### src/dpsf_pkg.sv
// constants, timing and enumerations for the semaphore flag host controller
// assumes one 100 MHz clock and a dual-port memory whose flag space sits behind one port
package dpsf_pkg;

  // ------------------------------------------------------------
  // pin widths
  // ------------------------------------------------------------
  localparam int DATA_W     = 16;          // data pins of the port
  localparam int ADDR_W     = 15;          // address pins of the port
  localparam int IDX_W      = 3;           // flag index lines
  localparam int UPPER_W    = ADDR_W - IDX_W;  // address lines ignored in flag space
  localparam int FLAG_COUNT = 8;           // number of flags
  localparam int INIT_W     = 4;           // width of init write counter

  // ------------------------------------------------------------
  // flag polarity
  // ------------------------------------------------------------
  localparam logic FLAG_HELD = 1'b0;       // reads low on the owning side
  localparam logic FLAG_FREE = 1'b1;       // writing this releases or withdraws

  // ------------------------------------------------------------
  // access timing
  // ------------------------------------------------------------
  localparam int CLK_PERIOD_NS = 10;       // clock period
  localparam int T_SETUP_NS    = 10;       // select and address before strobe
  localparam int T_STROBE_NS   = 30;       // output enable or write pulse width
  localparam int T_RECOVER_NS  = 20;       // all strobes inactive between accesses
  localparam int SETUP_CYC   = (T_SETUP_NS + CLK_PERIOD_NS - 1) / CLK_PERIOD_NS;
  localparam int STROBE_CYC  = (T_STROBE_NS + CLK_PERIOD_NS - 1) / CLK_PERIOD_NS;
  localparam int RECOVER_CYC = (T_RECOVER_NS + CLK_PERIOD_NS - 1) / CLK_PERIOD_NS;
  localparam int CNT_W       = 4;          // phase counter width

  // ------------------------------------------------------------
  // polling
  // ------------------------------------------------------------
  localparam int POLL_W    = 5;            // poll counter width
  localparam int MAX_POLLS = 16;           // reads after a failed claim before withdrawing

  // user commands
  typedef enum logic [1:0] {
    OP_INIT,                               // free all flags from this side
    OP_CLAIM,                              // request and confirm a token
    OP_RELEASE,                            // give a token back
    OP_PEEK                                // read one flag
  } dpsf_op_t;

endpackage

### src/dpsf_acc_if.sv
// carrier between the command engine and the pin access sequencer
// assumes both ends run on the same clock
`timescale 1ns/1ps

interface dpsf_acc_if;
  import dpsf_pkg::*;

  logic             start;    // one-cycle request for an access
  logic             isWrite;  // write when high, read when low
  logic [IDX_W-1:0] index;    // flag to access
  logic             wrBit;    // value written
  logic             busy;     // sequencer not idle
  logic             done;     // one-cycle end of access
  logic             rdBit;    // value read

  // command engine side
  modport engine (
    output start,
    output isWrite,
    output index,
    output wrBit,
    input  busy,
    input  done,
    input  rdBit
  );

  // sequencer side
  modport unit (
    input  start,
    input  isWrite,
    input  index,
    input  wrBit,
    output busy,
    output done,
    output rdBit
  );
endinterface

### src/dpsf_access.sv
// pin sequencer: one flag-space read or write per request
// assumes the engine raises start only while busy is low
`timescale 1ns/1ps

module dpsf_access (
  input  wire logic                       clk,
  input  wire logic                       rst,
  dpsf_acc_if.unit                        acc,
  output logic                            tokenSpaceSelectN,
  output logic                            oeN,
  output logic                            rwN,
  output logic [dpsf_pkg::IDX_W-1:0]      flagIndexLines,
  output logic [dpsf_pkg::UPPER_W-1:0]    upperAddrLines,
  output logic [dpsf_pkg::DATA_W-1:0]     dataOut,
  output logic                            dataOe,
  input  wire logic [dpsf_pkg::DATA_W-1:0] dataIn
);
  import dpsf_pkg::*;

  // ------------------------------------------------------------
  // phase machine
  // ------------------------------------------------------------
  typedef enum logic [1:0] {ST_IDLE, ST_SETUP, ST_STROBE, ST_RECOVER} dpsf_ph_t;

  dpsf_ph_t           phase_reg;   // current phase
  logic [CNT_W-1:0]   cnt_reg;     // cycles spent in phase
  logic               wr_reg;      // latched direction
  logic               bit_reg;     // latched write value
  logic               rd_reg;      // captured flag value
  logic               lastCyc;     // final cycle of a phase

  // end of current phase
  always_comb begin
    lastCyc = 1'b0;
    unique case (phase_reg)
      ST_IDLE:    lastCyc = 1'b0;
      ST_SETUP:   lastCyc = (cnt_reg == CNT_W'(SETUP_CYC - 1));
      ST_STROBE:  lastCyc = (cnt_reg == CNT_W'(STROBE_CYC - 1));
      ST_RECOVER: lastCyc = (cnt_reg == CNT_W'(RECOVER_CYC - 1));
    endcase
  end

  // phase and counter advance
  always_ff @(posedge clk or posedge rst) begin
    if (rst) begin
      phase_reg <= ST_IDLE;
      cnt_reg   <= '0;
    end else if (phase_reg == ST_IDLE) begin
      cnt_reg <= '0;
      if (acc.start) begin
        phase_reg <= ST_SETUP;
      end
    end else if (lastCyc) begin
      cnt_reg <= '0;
      unique case (phase_reg)
        ST_SETUP:   phase_reg <= ST_STROBE;
        ST_STROBE:  phase_reg <= ST_RECOVER;
        ST_RECOVER: phase_reg <= ST_IDLE;
        ST_IDLE:    phase_reg <= ST_IDLE;
      endcase
    end else begin
      cnt_reg <= cnt_reg + 1'b1;
    end
  end

  // request capture; index lines keep the last request while idle, upper lines tied low
  always_ff @(posedge clk or posedge rst) begin
    if (rst) begin
      wr_reg         <= 1'b0;
      bit_reg        <= FLAG_FREE;
      flagIndexLines <= '0;
    end else if (phase_reg == ST_IDLE && acc.start) begin
      wr_reg         <= acc.isWrite;
      bit_reg        <= acc.wrBit;
      flagIndexLines <= acc.index;
    end
  end

  assign upperAddrLines = '0;               // ignored in flag space

  // strobes: select over setup and strobe, then a gap
  always_ff @(posedge clk or posedge rst) begin
    if (rst) begin
      tokenSpaceSelectN <= 1'b1;
      oeN               <= 1'b1;
      rwN               <= 1'b1;
      dataOe            <= 1'b0;
      dataOut           <= '0;
    end else begin
      tokenSpaceSelectN <= !((phase_reg == ST_IDLE && acc.start) ||
                             (phase_reg == ST_SETUP) ||
                             (phase_reg == ST_STROBE && !lastCyc));
      oeN    <= !(!wr_reg && ((phase_reg == ST_SETUP && lastCyc) ||
                              (phase_reg == ST_STROBE && !lastCyc)));
      rwN    <= !(wr_reg && ((phase_reg == ST_SETUP && lastCyc) ||
                             (phase_reg == ST_STROBE && !lastCyc)));
      dataOe <= wr_reg && ((phase_reg == ST_SETUP && lastCyc) ||
                           (phase_reg == ST_STROBE && !lastCyc));
      dataOut <= {DATA_W{bit_reg}};         // only bit zero matters
    end
  end

  // sample at the end of the read strobe; bit zero carries the flag
  always_ff @(posedge clk or posedge rst) begin
    if (rst) begin
      rd_reg <= FLAG_FREE;
    end else if (phase_reg == ST_STROBE && lastCyc && !wr_reg) begin
      rd_reg <= dataIn[0];
    end
  end

  assign acc.busy  = (phase_reg != ST_IDLE);
  assign acc.done  = (phase_reg == ST_RECOVER) && lastCyc;
  assign acc.rdBit = rd_reg;

  // ------------------------------------------------------------
  // checks
  // ------------------------------------------------------------
  property p_readStrobe;
    @(posedge clk) disable iff (rst)
      $fell(oeN) |-> (!oeN && !tokenSpaceSelectN)[*3] ##1 (oeN && tokenSpaceSelectN)[*2];
  endproperty
  a_readStrobe: assert property (p_readStrobe)
    else $error("read strobe width or gap wrong");

  // index must not move while one access keeps the select low
  property p_upperZero;
    @(posedge clk) disable iff (rst)
      (!tokenSpaceSelectN && $past(!tokenSpaceSelectN)) |->
        ($stable(flagIndexLines) && upperAddrLines == '0);
  endproperty
  a_upperZero: assert property (p_upperZero)
    else $error("upper address lines not low in flag space");

  property p_writeData;
    @(posedge clk) disable iff (rst)
      !rwN |-> (dataOe && !tokenSpaceSelectN && oeN && dataOut[0] == bit_reg);
  endproperty
  a_writeData: assert property (p_writeData)
    else $error("write pulse without proper data drive");
endmodule

### src/dpsf_host.sv
// host controller for one port of a two-port flag set: init, claim, release, peek
// assumes the device port pins are wired to the outputs here, chip enable held inactive
`timescale 1ns/1ps

module dpsf_host (
  input  wire logic                        clk,
  input  wire logic                        rst,
  input  wire logic                        cmdValid,
  output logic                             cmdReady,
  input  wire dpsf_pkg::dpsf_op_t          cmdOp,
  input  wire logic [dpsf_pkg::IDX_W-1:0]  cmdIndex,
  output logic                             rspValid,
  output logic                             rspGranted,
  output logic                             rspFlag,
  output logic [dpsf_pkg::FLAG_COUNT-1:0]  heldMask,
  output logic                             tokenSpaceSelectN,
  output logic                             oeN,
  output logic                             rwN,
  output logic [dpsf_pkg::IDX_W-1:0]       flagIndexLines,
  output logic [dpsf_pkg::UPPER_W-1:0]     upperAddrLines,
  output logic [dpsf_pkg::DATA_W-1:0]      dataOut,
  output logic                             dataOe,
  input  wire logic [dpsf_pkg::DATA_W-1:0] dataIn
);
  import dpsf_pkg::*;

  // ------------------------------------------------------------
  // engine state
  // ------------------------------------------------------------
  typedef enum logic [2:0] {
    S_INIT, S_IDLE, S_CLAIM_WR, S_CLAIM_RD, S_WITHDRAW, S_RELEASE, S_PEEK
  } dpsf_st_t;

  dpsf_st_t          state_reg;     // engine state
  logic [IDX_W-1:0]  idx_reg;       // flag of current command
  logic [IDX_W-1:0]  initIdx_reg;   // flag being freed at init
  logic [POLL_W-1:0] poll_reg;      // reads after a failed claim
  logic              issued_reg;    // access started, waiting for done
  logic              initDone_reg;  // start-up freeing finished

  dpsf_acc_if acc ();                // link to pin sequencer

  // ------------------------------------------------------------
  // pin sequencer
  // ------------------------------------------------------------
  dpsf_access u_access (
    .clk               (clk),
    .rst               (rst),
    .acc               (acc),
    .tokenSpaceSelectN (tokenSpaceSelectN),
    .oeN               (oeN),
    .rwN               (rwN),
    .flagIndexLines    (flagIndexLines),
    .upperAddrLines    (upperAddrLines),
    .dataOut           (dataOut),
    .dataOe            (dataOe),
    .dataIn            (dataIn)
  );

  // access request from state; one access per issue
  always_comb begin
    acc.start   = (state_reg != S_IDLE) && !issued_reg && !acc.busy;
    acc.index   = (state_reg == S_INIT) ? initIdx_reg : idx_reg;
    acc.isWrite = 1'b1;
    acc.wrBit   = FLAG_FREE;
    unique case (state_reg)
      S_CLAIM_WR: acc.wrBit   = FLAG_HELD;         // request token
      S_CLAIM_RD: acc.isWrite = 1'b0;              // confirm after write
      S_PEEK:     acc.isWrite = 1'b0;              // plain read
      default:    acc.wrBit   = FLAG_FREE;         // init, release, withdraw
    endcase
  end

  assign cmdReady = (state_reg == S_IDLE);

  // issue tracking
  always_ff @(posedge clk or posedge rst) begin
    if (rst) begin
      issued_reg <= 1'b0;
    end else if (acc.done) begin
      issued_reg <= 1'b0;
    end else if (acc.start) begin
      issued_reg <= 1'b1;
    end
  end

  // command engine; flags are unknown at power-up so init runs first
  always_ff @(posedge clk or posedge rst) begin
    if (rst) begin
      state_reg    <= S_INIT;
      idx_reg      <= '0;
      initIdx_reg  <= '0;
      poll_reg     <= '0;
      initDone_reg <= 1'b0;
    end else begin
      unique case (state_reg)
        S_IDLE: begin
          if (cmdValid) begin
            idx_reg     <= cmdIndex;
            initIdx_reg <= '0;
            poll_reg    <= '0;
            unique case (cmdOp)
              OP_INIT:    state_reg <= S_INIT;
              OP_CLAIM:   state_reg <= S_CLAIM_WR;
              OP_RELEASE: state_reg <= S_RELEASE;
              OP_PEEK:    state_reg <= S_PEEK;
            endcase
          end
        end
        S_INIT: begin
          if (acc.done) begin
            initIdx_reg <= initIdx_reg + 1'b1;
            if (initIdx_reg == IDX_W'(FLAG_COUNT - 1)) begin
              state_reg    <= S_IDLE;
              initDone_reg <= 1'b1;         // every flag written free
            end
          end
        end
        S_CLAIM_WR: begin
          if (acc.done) begin
            state_reg <= S_CLAIM_RD;        // write then read
          end
        end
        S_CLAIM_RD: begin
          if (acc.done) begin
            if (acc.rdBit == FLAG_HELD) begin
              state_reg <= S_IDLE;          // zero means ours
            end else if (poll_reg == POLL_W'(MAX_POLLS)) begin
              state_reg <= S_WITHDRAW;      // give up and withdraw
            end else begin
              poll_reg <= poll_reg + 1'b1;  // still pending, read again
            end
          end
        end
        S_WITHDRAW, S_RELEASE, S_PEEK: begin
          if (acc.done) begin
            state_reg <= S_IDLE;
          end
        end
      endcase
    end
  end

  // answers and held tokens
  always_ff @(posedge clk or posedge rst) begin
    if (rst) begin
      rspValid   <= 1'b0;
      rspGranted <= 1'b0;
      rspFlag    <= FLAG_FREE;
      heldMask   <= '0;
    end else begin
      rspValid <= 1'b0;
      if (acc.done) begin
        unique case (state_reg)
          S_INIT: begin
            heldMask[initIdx_reg] <= 1'b0;
            if (initIdx_reg == IDX_W'(FLAG_COUNT - 1)) begin
              rspValid   <= 1'b1;
              rspGranted <= 1'b0;
              rspFlag    <= FLAG_FREE;
            end
          end
          S_CLAIM_RD: begin
            if (acc.rdBit == FLAG_HELD) begin
              heldMask[idx_reg] <= 1'b1;
              rspValid   <= 1'b1;
              rspGranted <= 1'b1;
              rspFlag    <= acc.rdBit;
            end
          end
          S_WITHDRAW, S_RELEASE: begin
            heldMask[idx_reg] <= 1'b0;
            rspValid   <= 1'b1;
            rspGranted <= 1'b0;
            rspFlag    <= FLAG_FREE;
          end
          S_PEEK: begin
            rspValid   <= 1'b1;
            rspGranted <= (acc.rdBit == FLAG_HELD);
            rspFlag    <= acc.rdBit;
          end
          default: rspValid <= 1'b0;
        endcase
      end
    end
  end

  // ------------------------------------------------------------
  // checks
  // ------------------------------------------------------------
  logic             lastWrBit_reg;  // value of last write access
  logic [IDX_W-1:0] lastWrIdx_reg;  // flag of last write access
  logic [INIT_W-1:0] initWr_reg;    // ones written during start-up

  // helper history for checks
  always_ff @(posedge clk or posedge rst) begin
    if (rst) begin
      lastWrBit_reg <= FLAG_FREE;
      lastWrIdx_reg <= '0;
      initWr_reg    <= '0;
    end else if (acc.start && acc.isWrite) begin
      lastWrBit_reg <= acc.wrBit;
      lastWrIdx_reg <= acc.index;
      if (!initDone_reg && acc.wrBit == FLAG_FREE) begin
        initWr_reg <= initWr_reg + 1'b1;
      end
    end
  end

  property p_writeBeforeRead;
    @(posedge clk) disable iff (rst)
      (acc.start && state_reg == S_CLAIM_RD) |->
        (!acc.isWrite && lastWrBit_reg == FLAG_HELD && lastWrIdx_reg == acc.index);
  endproperty
  a_writeBeforeRead: assert property (p_writeBeforeRead)
    else $error("claim read not preceded by zero write to same flag");

  property p_withdraw;
    @(posedge clk) disable iff (rst)
      (state_reg == S_CLAIM_RD && acc.done && acc.rdBit && poll_reg == POLL_W'(MAX_POLLS))
        |=> ##[0:2] (acc.start && acc.isWrite && acc.wrBit == FLAG_FREE);
  endproperty
  a_withdraw: assert property (p_withdraw)
    else $error("failed claim not withdrawn with a one");

  property p_releaseOne;
    @(posedge clk) disable iff (rst)
      (acc.start && state_reg == S_RELEASE) |-> (acc.isWrite && acc.wrBit == FLAG_FREE);
  endproperty
  a_releaseOne: assert property (p_releaseOne)
    else $error("release did not write a one");

  property p_initFirst;
    @(posedge clk) disable iff (rst)
      cmdReady |-> (initDone_reg && initWr_reg == INIT_W'(FLAG_COUNT));
  endproperty
  a_initFirst: assert property (p_initFirst)
    else $error("ready before every flag was freed");

  property p_grantHeld;
    @(posedge clk) disable iff (rst)
      (state_reg == S_CLAIM_RD && acc.done && acc.rdBit == FLAG_HELD)
        |=> (rspValid && rspGranted && heldMask[$past(idx_reg)]);
  endproperty
  a_grantHeld: assert property (p_grantHeld)
    else $error("zero read not reported as granted");

  c_granted: cover property (@(posedge clk) disable iff (rst) rspValid && rspGranted);
  c_withdrawn: cover property (@(posedge clk) disable iff (rst)
    state_reg == S_WITHDRAW && acc.done);
  c_polled: cover property (@(posedge clk) disable iff (rst)
    state_reg == S_CLAIM_RD && poll_reg == POLL_W'(2));
endmodule

### config.mk
export PLATFORM = sky130hd
export DESIGN_NAME = dpsf_host
export DESIGN_NICKNAME = d
export VERILOG_FILES = /design/src/dpsf_pkg.sv /design/src/dpsf_acc_if.sv /design/src/dpsf_access.sv /design/src/dpsf_host.sv
export SDC_FILE = /design/constraint.sdc
export NUM_CORES = 1
export LEC_CHECK = 0
export BUFFER_PORTS_ARGS = -buffer_cell sky130_fd_sc_hd__buf_2
export CORE_ASPECT_RATIO = 1.5
export CORE_MARGIN = 2
export CORE_UTILIZATION = 50
export CTS_CLUSTER_DIAMETER = 200
export DETAILED_ROUTE_END_ITERATION = 7
export GPL_TIMING_DRIVEN = 0
export PLACE_DENSITY = 0.74
export SKIP_CTS_REPAIR_TIMING = 1
export SLEW_MARGIN = 5
export SYNTH_ARGS = -nofsm -noshare
export SYNTH_HDL_FRONTEND = slang
export SYNTH_SLANG_ARGS = --single-unit
### constraint.sdc
create_clock -name clk -period 6.1 [get_ports clk]
set_clock_uncertainty 0.2 [all_clocks]
set_input_delay 0.61 -clock clk [delete_from_list [all_inputs] [get_ports clk]]
set_output_delay 0.61 -clock clk [all_outputs]
set_load 0.01 [all_outputs]
; ---- Word level (Yosys, flattened, before mapping)
; Cells that the tools add are included.
[classes]
add_sub_neg = 3
mul = 0
div = 0
n_lt_le_gt_ge = 4
n_eq_ne = 28
n_shift = 0
n_mux = 46
n_bitwise = 6
n_reduce_logical = 43
[op_table]
columns = op, count
row1 = 3-bit 2-to-1 mux, 11
row2 = 8-bit one-hot mux with 3 select lines, 1
row3 = 5-bit 2-to-1 mux, 4
row4 = 8-bit bitwise AND, 2
row5 = 8-bit inverter, 2
row6 = 3-bit one-hot mux with 5 select lines, 1
row7 = 1-bit 2-to-1 mux, 13
row8 = "3-bit == test, second input constant", 4
row9 = 1-bit logical AND, 12
row10 = "2-bit inequality test, second input constant", 6
row11 = 1-bit one-hot mux with 4 select lines, 3
row12 = 3-bit one-hot mux with 4 select lines, 1
row13 = 5-bit one-hot mux with 2 select lines, 1
row14 = 2-bit nonzero test, 5
row15 = "2-bit == test, second input constant", 4
row16 = "3-bit by 4-bit less-than comparator with 1-bit output, second input constant", 2
row17 = 4-bit 2-to-1 mux, 2
row18 = 8-bit 2-to-1 mux, 1
row19 = "2-bit by 1-bit inequality test with 1-bit output, second input constant", 4
row20 = 8-bit bitwise OR, 1
row21 = 1-bit zero test, 7
row22 = 7-bit AND reduction, 1
row23 = 1-bit demux with 3-bit select, 2
row24 = "3-bit by 2-bit == test with 1-bit output, second input constant", 2
row25 = other kinds (28), 38
[totals]
ff_bits = 43
latchBits = 0
mem_bits_rw = 0
rom_bits = 0
input_bits = 24
out_inout_bits = 47
elab_cells = 150
mem_count = 0

; ---- Longest topological paths before layout
[depth]
word_depth = 7
mapped_depth = 8
depth_no_buf = 6

; ---- Cells and area by module
; Synthesis repeated with hierarchy kept, for this count alone.
[hier_totals]
hier_cells = 268
hier_area_um2 = 2681.3
[modules_own_cells]
columns = mod, instances, cells_per_inst, area_per_inst_um2
row1 = dpsf_host, 1, 177, 1664.1
row2 = dpsf_access, 1, 91, 1017.2

; ---- Worst setup path before layout
; Ideal clock, no wire load.
[synth_path]
path_kind = reg-to-reg
from = register u_access.phase_reg[0]
to = register initIdx_reg[2]
setup_time_ns = 0.083
t_arrival_ns = 1.920
path_slack_ns = 3.898
stages_incl_launch_ff = 8
synth_period_minus_slack_ns = 2.202
path_cell_list = dfrtp_1 > inv_1 > ha_1 > buf_6 > or4b_4 > a21oi_4 > mux2_2 > o21ai_0
[synth_between]
elab_chain_cells = 5
elab_cells_between_ends = 8
cone_classes = 4 x eq/ne / 1 x mux / 3 x reduce/logical
[synth_rtl]
columns = item, line_no
row1 = start: declaration, dpsf_access.sv:25  ; dpsf_ph_t phase_reg;
row2 = start signal: assignment, dpsf_access.sv:46  ; phase_reg <= ST_IDLE;
row3 = start signal: assignment, dpsf_access.sv:51  ; phase_reg <= ST_SETUP;
row4 = start signal: assignment, dpsf_access.sv:56  ; ST_SETUP: phase_reg <= ST_STROBE;
row5 = "2-bit == test, or another cell as far along", "dpsf_access.sv:35, dpsf_access.sv:113"
row6 = 1-bit one-hot mux with 4 select lines, dpsf_access.sv:35  ; unique case (phase_reg)
row7 = 1-bit logical AND *, dpsf_access.sv:113  ; assign acc.done = (phase_reg == ST_RECOVER) && lastCyc;
row8 = 2-bit inequality test (no line) *, -
row9 = 3-bit AND reduction (no line) *, -
row10 = end signal: assignment, dpsf_host.sv:112  ; initIdx_reg <= initIdx_reg + 1'b1;
row11 = end: declaration, dpsf_host.sv:36  ; logic [IDX_W-1:0] initIdx_reg;
; Every way passes the cells marked *; elsewhere a longest branch is shown, timed or not.
; A chain may end at the register's enable or synchronous reset.

; ---- Worst setup path in the final report
[layout_path]
from = register state_reg[1]
to = output cmdReady
[layout_between]
elab_chain_cells = 1
[layout_rtl]
columns = item, line_no
row1 = start: declaration, dpsf_host.sv:34  ; dpsf_st_t state_reg;
row2 = start signal: assignment, dpsf_host.sv:90  ; state_reg <= S_INIT;
row3 = start signal: assignment, dpsf_host.sv:103  ; OP_INIT: state_reg <= S_INIT;
row4 = start signal: assignment, dpsf_host.sv:104  ; OP_CLAIM: state_reg <= S_CLAIM_WR;
row5 = 3-bit by 1-bit == test with 1-bit output, dpsf_host.sv:74  ; assign cmdReady = (state_reg == S_IDLE);
row6 = end: declaration, dpsf_host.sv:9  ; output logic cmdReady,
; Every way passes these cells.

==> reports/qor.txt <==
Endpoints failing hold: 0
Post-synth ARST share: 100%
First-pass GRT wire length: 9.53 mm
Violation count after the first detailed-routing iteration: 58
Maximum clock insertion buffer count: 2
Number of pins exceeding their max-slew limit in the final report: 0
Via density per instance: 5.42
Area Overhead vs Synth: 16.7%
Pre-antenna DRT Iters: 4
Cell with the largest stage delay on the worst path: or3b_2
Antenna diodes: 0
Routability congestion estimate from global placement: 0.856
Largest net degree at the start of global routing: 25
Maximum level of the CTS H-tree: 2
Total number of nets in the final design: 364
Number of warning messages in the yosys log: 0
Top-level I/O count: 71
Critical path data required time: 5290 ps
Category of the critical setup timing path: reg2out
Residual overflow from global routing: 0
Critical Path AT: 1620 ps
Number of remaining DRC errors: 0
Clock-pin transition on the worst setup and hold timing paths: 90 ps
Max reg flops: 8
Post-route cell area: 3170 sq um
Wire length on met3: 248 um
Number of clock sinks: 43
Cell at the root of the clock tree: clkbuf_8
Setup violation total in the final timing report: 0
Fill cells: 470
Most frequent cells in the layout: buf_2 (44), dfrtp_1 (37), buf_4 (27)
Die width: 64.2 um
Initial antenna violation count: 0
Most frequent standard cell in the layout excluding fill and tap cells: buf_2
Number of input and output port buffers inserted: 43
Number of maximum-capacitance constraint violations: 0
Buffering stage count on the worst path with inverters included: 3
Netlist Area Pre-Place: 2720 sq um
Measured slew at the worst slew-check pin: 845 ps
Die Height: 94.3 um
Kind of cell adding the most delay to the critical path: simple AND/OR/NAND/NOR gates
Post-synthesis area per instance: 10.1 sq um
Post-DP HPWL: 4.41 mm
Worst hold path class: in2async
Number of global-route vias before repair: 2,050
Routed met2 length: 3.11 mm
Post-DP Area: 3090 sq um
Worst path max stage delay: 510 ps
Static Leak: 0.00150 uW
Detail-routed net length per standard cell: 14.2 um
Site Rows: 32
Starting Density: 52.3%
Fraction of layout cells with a size suffix above 1: 34.7%
Worst IR drop on VDD: 0.000316 V
Power per Cell Area: 518 nW/um^2
TritonCTS Buffers: 5
Setup repair after global routing missed its margin: false
Met1 WL: 2.23 mm
Nature of the critical path endpoint: output port
Portion of the post-synthesis area used by sequential elements: 39.8%
Type of element launching the critical path: register
Number of antenna-violating nets in the routed design: 0
Fin Setup TNS: 0 ps
Number of enable-type register cells in the synthesized netlist: 0
Worst slew margin relative to its limit: 42.9%
Clock latency of the later-clocked register in the worst-skew pair: 310 ps
Number of instances in the synthesized netlist: 268
Highest metal layer with signal wires: met4
Placeable Area: 5200 sq um
Post-synthesis sequential element count: 43
Ratio of final minimum period to clock period: 39.9%
CP max FO: 10
Result of the run: completed
Total via count in the routed design: 2,163
Unique cell type count in the Yosys netlist: 61
Overall routing resource usage: 20.1%
Die footprint: 6060 sq um
DRT Wirelength: 5.68 mm
Timing-limited maximum frequency: 411 MHz
Cells along the critical path: clkbuf_8 -> or3b_2 -> inv_1 -> buf_2
Time the final worst path needs with I/O delays and setup: 2430 ps
Utilization after layout: 61.0%
Flip-flop cell with the highest count after synthesis: dfrtp_1
TritonCTS clock tree: built
cell usage after synthesis (3+ instances only):
cell type	number	area share, %
dfrtp_1	37	34
buf_4	27	7.5
a21oi_1	18	3.3
inv_1	15	2.1
nand2_1	15	2.1
nor2_1	11	1.5
o21ai_0	11	2.0
a31oi_1	10	2.3
ha_1	10	4.6
mux2_2	8	3.3
nand3_1	7	1.3
dfstp_2	6	5.8
nor2b_1	6	1.4
o22ai_1	6	1.4
a21o_1	5	1.4
nand2b_1	5	1.1
clkbuf_8	4	2.0
mux2i_1	4	1.5
nand3b_1	4	1.1
a41oi_1	3	0.97
buf_6	3	1.2
nand4bb_1	3	1.2
nor3_1	3	0.55
per-layer routing:
metal | GRT usage [%] | vias up
met3 | 3.34 | 7
met2 | 38.1 | 62
li1 | - | 1053
met5 | 0 | -
met1 | 21.8 | 1041
met4 | 8.16 | 0
where the power goes:
group / switching, uW / internal (uW) / total, uW
Combinational: 490 / 442 / 932
Sequential: 124 / 411 / 535
Clock: 97.7 / 80.0 / 178
final timing paths:
path / startpoint / endpoint / slack (ps) / depth (start not counted)
setup / recovery: state_reg[1]$_DFFE_PP0P_ / cmdReady / 3670 / 4
hold / removal: rst / idx_reg[1]$_DFFE_PP0P_ / 110 / 2
setup reg to reg: u_access.phase_reg[0]$_DFFE_PP0P_ / heldMask[6]$_DFFE_PP0P_ / 3680 / 7
hold reg to reg: u_access.bit_reg$_DFFE_PP1P_ / u_access.dataOut[0]$_DFF_PP0_ / 200 / 0
max in group asynchronous: rst / u_access.bit_reg$_DFFE_PP1P_ / 5040 / 3
min in group clk: u_access.bit_reg$_DFFE_PP1P_ / u_access.dataOut[0]$_DFF_PP0_ / 200 / 0
layout make-up:
class | count | area (sq um) | share of cell area (%)
repair buffers | 44 | 243 | 7.65
clock inverters | 2 | 12.5 | 0.394
multi-input cells | 184 | 1320 | 41.5
plain buffers | 37 | 304 | 9.58
inverters | 15 | 56.3 | 1.77
well taps | 68 | 85.1 | 2.68
flip-flops and latches | 43 | 1080 | 34.1
clock buffers | 6 | 72.6 | 2.29
per-stage QoR:
stage	power (uW)	hold slack [ps]	cells	setup WS [ps]
global route	1780	157	399	3510
detailed placement	1470	195	391	3670
CTS	1650	127	399	3660
global placement	1450	192	390	3680
finish	1640	113	399	3670
floorplan	1220	189	279	3900
kinds of logic (layout without fill, tap and decap cells):
| logic type | Yosys count | in the layout | share of synthesized area [%] |
|---|---|---|---|
| buffers and inverters | 52 | 104 | 13.2 |
| AOI/OAI and AO/OA | 75 | 75 | 19.9 |
| DFF | 43 | 43 | 39.8 |
| muxes | 12 | 12 | 4.78 |
| and+or+nand+nor | 73 | 73 | 16.8 |
| adders and majority gates | 10 | 10 | 4.60 |
| other | 1 | 12 | 0.138 |
| xor gates and xnor gates | 2 | 2 | 0.644 |
No activity file was read; power rests on OpenSTA's default activity.
